--- src/hw/cmes_defs.svh ---
// Constants for the count mode and edge select block.
`ifndef CMES_DEFS_SVH
`define CMES_DEFS_SVH
`define CMES_CTRL_OFFSET   8'h00
`define CMES_TC_OFFSET     8'h04
`define CMES_PC_OFFSET     8'h08
`define CMES_CTRL_RESET    8'h00
`define CMES_MODE_LSB      0
`define CMES_MODE_MSB      1
`define CMES_SEL_LSB       2
`define CMES_SEL_MSB       3
`define CMES_CLR_EN_BIT    4
`define CMES_CLR_SEL_LSB   5
`define CMES_CLR_SEL_MSB   7
`define CMES_SEL_IN0       2'h0
`define CMES_SEL_IN1       2'h2
`define CMES_CLR_RISE0     3'h0
`define CMES_CLR_FALL0     3'h1
`define CMES_CLR_RISE1     3'h4
`define CMES_CLR_FALL1     3'h5
`endif

--- src/hw/cmes_pkg.sv ---
// Types for the count mode and edge select block.
package cmes_pkg;
	typedef enum logic [1:0]
	{
		CMES_TIMER   = 2'h0,
		CMES_RISING  = 2'h1,
		CMES_FALLING = 2'h2,
		CMES_BOTH    = 2'h3
	} cmes_mode_t;
endpackage

--- src/hw/cmes_top.sv ---
// Count mode selection, edge counting and capture-clears-timer logic.
`timescale 1ns/100ps
`default_nettype none
`include "cmes_defs.svh"
module cmes_top
	import cmes_pkg::*;
#(
	parameter int WIDTH = 32
)
(
	input  wire logic             MCLK,
	input  wire logic             SRST,
	input  wire logic [7:0]       ADDR,
	input  wire logic [31:0]      WDATA,
	input  wire logic             WR,
	input  wire logic             RD,
	output logic      [31:0]      RDATA,
	input  wire logic             EDGE_INPUT_ZERO,
	input  wire logic             EDGE_INPUT_ONE,
	input  wire logic [WIDTH-1:0] PRESCALE_LIMIT,
	output logic                  TIMER_TICK,
	output logic                  CLEAR_EVENT,
	output logic      [WIDTH-1:0] TIMER_COUNT_VALUE,
	output logic      [WIDTH-1:0] PRESCALE_COUNT_VALUE
);

////////////////////////////////////////////////////////////////////////////////

	// Register map: the control register holds the count mode in bits 1:0, the
	// counted pin select in bits 3:2, the clear enable in bit 4 and the clear
	// edge select in bits 7:5. The timer and prescale counts read back at their
	// own offsets and ignore writes.
	//
	// Timer mode counts every clock edge. The three counter modes count rising,
	// falling or both edges of the selected pin instead. In every mode a
	// qualifying edge advances the prescaler, and when the prescaler sits at
	// its limit the same edge wraps it to zero and advances the timer. A limit
	// of zero therefore makes every qualifying edge a timer step.
	//
	// Pins are taken as synchronous to the clock; they pass through no
	// synchroniser here. An asynchronous source needs one in front of this
	// block, and the extra latency then delays every count and clear by the
	// same amount.
	//
	// Edges are found by comparing the live pin with the sample taken at the
	// previous clock edge. A pin toggling faster than once a clock would
	// lose edges, which is why the source must hold each level for at least
	// one clock period.
	//
	// The clear path watches both pins all the time, independent of the count
	// select, so a measurement can start on one pin while the other is counted.
	// A clear in the same cycle as a count wins, and the timer restarts from
	// zero on the clearing edge itself.
	//
	// Reserved select and clear codes are stored but never count or clear.

	logic [7:0] count_control_reg;
	logic [1:0] count_input_select;
	logic       capture_clear_enable;
	logic [2:0] clear_edge_select_field;
	cmes_mode_t count_mode_field;
	logic [1:0] pin_now;
	logic [1:0] pin_prev;
	logic [1:0] pin_rise;
	logic [1:0] pin_fall;
	logic       prev_sel;
	logic       sel_now;
	logic       wrap;
	logic [31:0] read_word;
	logic [WIDTH-1:0] next_prescale;
	logic [WIDTH-1:0] next_timer;
	logic       cnt_rise;
	logic       cnt_fall;
	logic       qualify;
	logic       clear_hit;
	logic [1:0] last_select;

	assign count_mode_field        = cmes_mode_t'(count_control_reg[`CMES_MODE_MSB:`CMES_MODE_LSB]);
	assign count_input_select      = count_control_reg[`CMES_SEL_MSB:`CMES_SEL_LSB];
	assign capture_clear_enable    = count_control_reg[`CMES_CLR_EN_BIT];
	assign clear_edge_select_field = count_control_reg[`CMES_CLR_SEL_MSB:`CMES_CLR_SEL_LSB];

	// The prescaler has reached its terminal value; the next qualifying edge
	// wraps it and ticks the timer. Used by both counters and the tick pulse.
	assign wrap = PRESCALE_COUNT_VALUE >= PRESCALE_LIMIT;

////////////////////////////////////////////////////////////////////////////////

	// Low to high between two consecutive samples of one pin.
	function automatic logic edge_rise
	(
		input logic now_s,
		input logic prev_s
	);
		return now_s && !prev_s;
	endfunction

	// High to low between two consecutive samples of one pin.
	function automatic logic edge_fall
	(
		input logic now_s,
		input logic prev_s
	);
		return !now_s && prev_s;
	endfunction

	// Only the two documented select codes name a pin; the reserved ones count
	// nothing rather than aliasing onto a pin that software did not ask for.
	function automatic logic select_valid
	(
		input logic [1:0] sel
	);
		return sel == `CMES_SEL_IN0 || sel == `CMES_SEL_IN1;
	endfunction

	// Maps a clear select code to the edge that clears; reserved codes never
	// clear, so a stray write there cannot wipe a running measurement.
	function automatic logic clear_decode
	(
		input logic [2:0] code,
		input logic [1:0] rise,
		input logic [1:0] fall
	);
		case (code)
			`CMES_CLR_RISE0: return rise[0];
			`CMES_CLR_FALL0: return fall[0];
			`CMES_CLR_RISE1: return rise[1];
			`CMES_CLR_FALL1: return fall[1];
			default:         return 1'b0;
		endcase
	endfunction

////////////////////////////////////////////////////////////////////////////////

	// Reserved upper bits are not stored and read as zero.
	always_ff @(posedge MCLK)
	begin
		if (SRST)
			count_control_reg <= `CMES_CTRL_RESET;
		else if (WR && ADDR == `CMES_CTRL_OFFSET)
			count_control_reg <= WDATA[7:0];
	end

	// The read word is chosen combinationally and registered, so read data
	// stand for exactly the cycle after the strobe and are zero otherwise.
	always_comb
	begin
		read_word = 32'h0;
		if (RD)
		begin
			case (ADDR)
				`CMES_CTRL_OFFSET: read_word = {24'h0, count_control_reg};
				`CMES_TC_OFFSET:   read_word = 32'(TIMER_COUNT_VALUE);
				`CMES_PC_OFFSET:   read_word = 32'(PRESCALE_COUNT_VALUE);
				default:           read_word = 32'h0;
			endcase
		end
	end

	always_ff @(posedge MCLK)
	begin
		if (SRST)
			RDATA <= 32'h0;
		else
			RDATA <= read_word;
	end

////////////////////////////////////////////////////////////////////////////////

	assign pin_now = {EDGE_INPUT_ONE, EDGE_INPUT_ZERO};

	// Both pins are sampled every edge so the clear logic sees edges in any mode.
	// During reset the previous sample follows the live pin, so the first edge
	// after release cannot report a level change that never happened.
	generate
		for (genvar i = 0; i < 2; i++)
		begin : g_pin
			always_ff @(posedge MCLK)
			begin
				if (SRST)
					pin_prev[i] <= pin_now[i];
				else
					pin_prev[i] <= pin_now[i];
			end

			assign pin_rise[i] = edge_rise(pin_now[i], pin_prev[i]);
			assign pin_fall[i] = edge_fall(pin_now[i], pin_prev[i]);
		end
	endgenerate

	// Reserved select codes count nothing.
	assign sel_now = (count_input_select == `CMES_SEL_IN1) ? EDGE_INPUT_ONE : EDGE_INPUT_ZERO;

	// The counted sample follows the selected pin every clock; a switch of pins
	// is masked for one cycle by last_select, so it is never taken for an edge.
	always_ff @(posedge MCLK)
	begin
		if (SRST)
			prev_sel <= EDGE_INPUT_ZERO;
		else
			prev_sel <= sel_now;
	end

	always_ff @(posedge MCLK)
	begin
		if (SRST)
			last_select <= `CMES_SEL_IN0;
		else
			last_select <= count_input_select;
	end

	// The one-cycle blackout after a select change costs at most one edge of
	// the new pin; the pin rules already forbid edges closer than one clock.
	always_comb
	begin
		cnt_rise = 1'b0;
		cnt_fall = 1'b0;
		if (last_select == count_input_select && select_valid(count_input_select))
		begin
			cnt_rise = edge_rise(sel_now, prev_sel);
			cnt_fall = edge_fall(sel_now, prev_sel);
		end
	end

	always_comb
	begin
		case (count_mode_field)
			CMES_TIMER:   qualify = 1'b1;
			CMES_RISING:  qualify = cnt_rise;
			CMES_FALLING: qualify = cnt_fall;
			CMES_BOTH:    qualify = cnt_rise || cnt_fall;
			default:      qualify = 1'b0;
		endcase
	end

	// With the enable low the select field is ignored, so software may set up
	// the edge first and arm the clear afterwards without a spurious clear.
	always_comb
	begin
		clear_hit = 1'b0;
		if (capture_clear_enable)
			clear_hit = clear_decode(clear_edge_select_field, pin_rise, pin_fall);
	end

////////////////////////////////////////////////////////////////////////////////

	// Next values of both counters. A clear wins over a count in the same cycle
	// so a measurement always restarts from zero on the chosen edge.
	always_comb
	begin
		next_prescale = PRESCALE_COUNT_VALUE;
		next_timer    = TIMER_COUNT_VALUE;
		if (clear_hit)
		begin
			next_prescale = '0;
			next_timer    = '0;
		end
		else if (qualify)
		begin
			if (wrap)
			begin
				next_prescale = '0;
				next_timer    = TIMER_COUNT_VALUE + 1'b1;
			end
			else
				next_prescale = PRESCALE_COUNT_VALUE + 1'b1;
		end
	end

	always_ff @(posedge MCLK)
	begin
		if (SRST)
			PRESCALE_COUNT_VALUE <= '0;
		else
			PRESCALE_COUNT_VALUE <= next_prescale;
	end

	always_ff @(posedge MCLK)
	begin
		if (SRST)
			TIMER_COUNT_VALUE <= '0;
		else
			TIMER_COUNT_VALUE <= next_timer;
	end

	// The tick marks a timer step, so it stays low when a clear took the edge.
	always_ff @(posedge MCLK)
	begin
		if (SRST)
			TIMER_TICK <= 1'b0;
		else
			TIMER_TICK <= qualify && !clear_hit && wrap;
	end

	always_ff @(posedge MCLK)
	begin
		if (SRST)
			CLEAR_EVENT <= 1'b0;
		else
			CLEAR_EVENT <= clear_hit;
	end

endmodule // cmes_top
`default_nettype wire

--- config.mk ---
export PLATFORM = sky130hd
export DESIGN_NAME = cmes_top
export DESIGN_NICKNAME = d
export VERILOG_FILES = /design/src/hw/cmes_pkg.sv /design/src/hw/cmes_top.sv
export VERILOG_INCLUDE_DIRS = /design/src /design/src/hw
export SDC_FILE = /design/constraint.sdc
export NUM_CORES = 1
export LEC_CHECK = 0
export BUFFER_PORTS_ARGS = -buffer_cell sky130_fd_sc_hd__buf_4
export CORE_ASPECT_RATIO = 1.75
export CORE_MARGIN = 5
export CORE_UTILIZATION = 40
export CTS_CLUSTER_DIAMETER = 30
export DETAILED_ROUTE_END_ITERATION = 6
export GPL_TIMING_DRIVEN = 0
export MAX_ROUTING_LAYER = met4
export PLACE_DENSITY = 0.79
export SLEW_MARGIN = 10
export SYNTH_ARGS = -nofsm -noshare
export SYNTH_HDL_FRONTEND = slang
export SYNTH_SLANG_ARGS = --single-unit
--- constraint.sdc ---
create_clock -name MCLK -period 3.08 [get_ports MCLK]
set_input_delay 0.154 -clock MCLK [delete_from_list [all_inputs] [get_ports MCLK]]
set_output_delay 0.154 -clock MCLK [all_outputs]
set_load 0.03 [all_outputs]
==> parameters.txt <==
Parameter                              Value

Status
  Result of the run ... finished with violations
  Violations in the final reports ... DRC

Logic synthesis
  Fraction of the mapped netlist area in simple logic gates ... 0.251
  Top area cells in the synthesized netlist ... dfxtp_1 40%, ha_1 7.6%, nor2_1 5.3%, a21oi_1 4.1%, nand3_1 3.3%
  Post-synthesis instance area ... 5560 µm²
  Number of enable flip-flop cells after synthesis ... 0
  Most used flip-flop cell after synthesis ... dfxtp_1
  Proportion of synthesized flip-flops having asynchronous set or reset ... 0
  Biggest area consumer among synthesized cells ... dfxtp_1
  Combinational family with the most area after synthesis ... simple AND/OR/NAND/NOR gates
  Sequential share of the synthesized area ... 0.400
  Area fraction in compound gates after synthesis ... 0.163
  Synth Area in XOR/XNOR ... 0.0520
  Mean Syn Cell Area ... 8.43 µm²
  Post-Synth Adder-Cell Area ... 0.0765
  Top cell type's share of synthesized area ... 0.400
  Count of distinct cell types in the synthesized netlist ... 53
  Synth Warn # ... 0
  Fraction of synthesized area in multiplexers ... 0.00540
  Syn Nets ... 772
  FF+latch count, synth ... 111
  Count of mapped cells out of synthesis ... 660

Routing
  Residual DRC ... 4
  Via total after detailed routing ... 5680
  Initial DRT Pass Iterations ... 7
  Via count normalized by instance count ... 5.62
  Average routed wire per standard cell ... 17.5 µm
  First-iteration detailed-routing DRC count ... 352
  Count of antenna-violating nets left after detailed routing ... 0
  Final wirelength ... 17700 µm

Timing
  Transition time at the pin with the least slew margin ... 0.897 ns
  Max Freq ... approximately 340 MHz
  Total setup violations reported at the end of the flow ... 0
  Period utilisation layout ... 0.966
  Min Clock Period, post-route ... 2.98 ns
  Unrepaired setup endpoints after global routing ... no
  Clk_skew ... 0.0122 ns
  Final worst-path setup slack ... slightly above 0.1 ns
  Max_slew headroom ... 0.400
  Number of hold-slack violations in the final timing report ... 0
  Final Max Tran Viols ... 0

Placed design
  Pre-CTS WS ... -0.705 ns
  RD Place Congestion ... between 0.9 and 1
  Port Buf Inserts ... 150
  Post-DP HPWL ... 13800 µm
  Post-DP Area ... 6910 µm²

Critical path
  Critical Path Sink Type ... flop
  Crit path launch type ... flop
  Required time of the critical path ... approximately 3.4 ns
  Category of the critical setup timing path ... flop to flop
  Highest fanout seen on the critical path ... 5
  Worst path arrival time ... 3.26 ns

Die
  Die Outline Area ... about 16000 µm²
  Effective utilization at floorplan ... 0.404
  Core region area ... 13800 µm²
  Die Y ... around 170 µm
  Ports placed on the boundary ... 176
  Rows ... 57
  Horiz. Die Dim ... 99.1 µm

Clocking
  CTS max path bufs ... 2
  CTS Buf Count ... 9
  TritonCTS clock tree ... done
  Clock tree root driver cell ... clkbuf_16
  Clock transition time at the flip-flop clock pins of the worst setup and hold paths ... 0.08 ns
  H-Tree Level Count ... 3
  TritonCTS sink count ... 111
  Latest clock arrival within the worst-skew pair ... 0.35 ns

Flow run
  Max Cap Violations ... 0

Power
  Worst IR drop on VDD ... 256 µV
  Post-layout power ... roughly 2.7 mW
  Power per cell area ... around 360 nW/µm²
  Standby leakage power ... between 3 and 4 nW

Cells and area
  Area growth, synth to finish ... 33.3%
  Layout cells sized above 1 ... 0.261
  Post-Layout Inst Area ... 7410 µm²
  Filler Cells Inserted ... 1220
  Multi-input logic area ... 3180 µm²
  Diodes inserted ... 0
  Register area ... 2240 µm²
  Top Registers ... PRESCALE_COUNT_VALUE (32), RDATA (32), TIMER_COUNT_VALUE (32)
  Final #Nets ... 941

GRT
  Tot GR Track Use ... 0.216
  Vias in the first global route ... 5575
  Maximum number of pins on one net before global-route repair ... 18
  Global-route congestion overflow total ... 0
  Initial antenna violation count ... 0
  First-pass GRT wire length ... 28000 µm

Hold path
  Class of the tightest hold or removal check ... input pin to flop
[cell usage after synthesis (all sizes together), types with 5 or more instances]
| cell | number |
|---|---|
| a21o | 8 |
| a21oi | 46 |
| a222oi | 8 |
| a22oi | 24 |
| a31o | 5 |
| and3 | 15 |
| clkbuf | 28 |
| dfxtp | 111 |
| ha | 34 |
| inv | 44 |
| nand2 | 41 |
| nand2b | 5 |
| nand3 | 37 |
| nand4 | 23 |
| nor2 | 78 |
| nor3 | 16 |
| o21ai | 16 |
| o31ai | 13 |
| or3 | 12 |
| or4 | 14 |
| xnor2 | 17 |
| xor2 | 16 |
[through the flow]
stage               utilization  hold slack (ns)  TNS [ns]  cells
floorplan                     -            0.182         0    660
global placement          0.502            0.301    -33.24    987
detailed placement        0.502            0.305    -34.47    987
CTS                       0.535           0.0134         0   1010
global route              0.539           0.0178         0   1011
finish                    0.539           0.0197         0   1011
[cell families (layout without fill, tap and decap cells)]
| kind of cell | Yosys count | count (layout) |
|---|---|---|
| buffers and inverters | 76 | 250 |
| adders and majority gates | 34 | 34 |
| and+or+nand+nor | 268 | 268 |
| DFF | 111 | 111 |
| AOI/OAI and AO/OA | 135 | 135 |
| muxes | 3 | 3 |
| xor gates and xnor gates | 33 | 33 |
[layer usage]
layer,track usage,up-vias,part of all wire
met2,0.388,228,0.53
li1,-,2733,-
met3,0.0387,40,0.071
met5,-,-,0
met1,0.229,2679,0.36
met4,0.0927,0,0.033
[cells in the final DEF, fill, tap and decap left out, drive strengths merged, types with 4 or more instances in the layout]
master,Yosys,final
nand4,23,23
nor2b,4,4
nand2,41,41
xor2,16,16
a222oi,8,8
inv,44,46
a22oi,24,24
dfxtp,111,111
nor4,4,4
nand2b,5,5
clkbuf,28,39
nor3,16,16
xnor2,17,17
nor2,78,78
a31o,5,5
or3,12,12
and4,4,4
o21ai,16,16
or4b,4,4
buf,4,161
o31ai,13,13
a21oi,46,46
and3,15,15
ha,34,34
or4,14,14
a21o,8,8
nand3,37,37
[timing repair]
action                     in CTS  in global routing
cloned                          0                  0
setup endpoints to repair      61                 50
hold endpoints to repair        2                  0
setup buffers                   5                  2
pin swaps                       7                  9
hold buffers                    2                  0
gates resized for setup        29                 17
[cell type report]
type                       instances  share of cell area
tap                              177              0.0299
timing repair buffer             159               0.162
clock buffer                      12              0.0319
multi-input combinational        473               0.429
clock inverter                     4             0.00371
sequential                       111               0.302
buffer                            31              0.0196
inverter                          44              0.0223
[where the power goes]
part / total, mW / switching [mW] / internal, mW / leakage [nW]
Sequential: 1.45 / 0.0102 / 1.44 / 0.903
Combinational: 0.163 / 0.0810 / 0.0819 / 1.99
Clock: 1.08 / 0.527 / 0.554 / 0.131
Total: 2.69 / 0.618 / 2.08 / 3.02
[critical path, stage by stage, from the launching register on]
cell       delay [ns]
dfxtp_1          0.40
ha_1             0.32
and4_4           0.22
nand4_1          0.14
a2111oi_4        0.42
o31ai_4          0.14
buf_4            0.18
a311oi_4         0.29
or4b_2           0.64
a21oi_2          0.15
[final timing paths]
kind / from / to / slack [ns] / depth (start not counted)
worst max register to register: PRESCALE_COUNT_VALUE[12] / TIMER_COUNT_VALUE[15] / 0.10 / 9
worst min-delay path: SRST / last_select[1] / 0.02 / 2
worst max-delay path: PRESCALE_COUNT_VALUE[12] / TIMER_COUNT_VALUE[15] / 0.10 / 9
worst min register to register: count_control_reg[6] / count_control_reg[6] / 0.48 / 2
No activity file was read; power rests on OpenSTA's default activity.
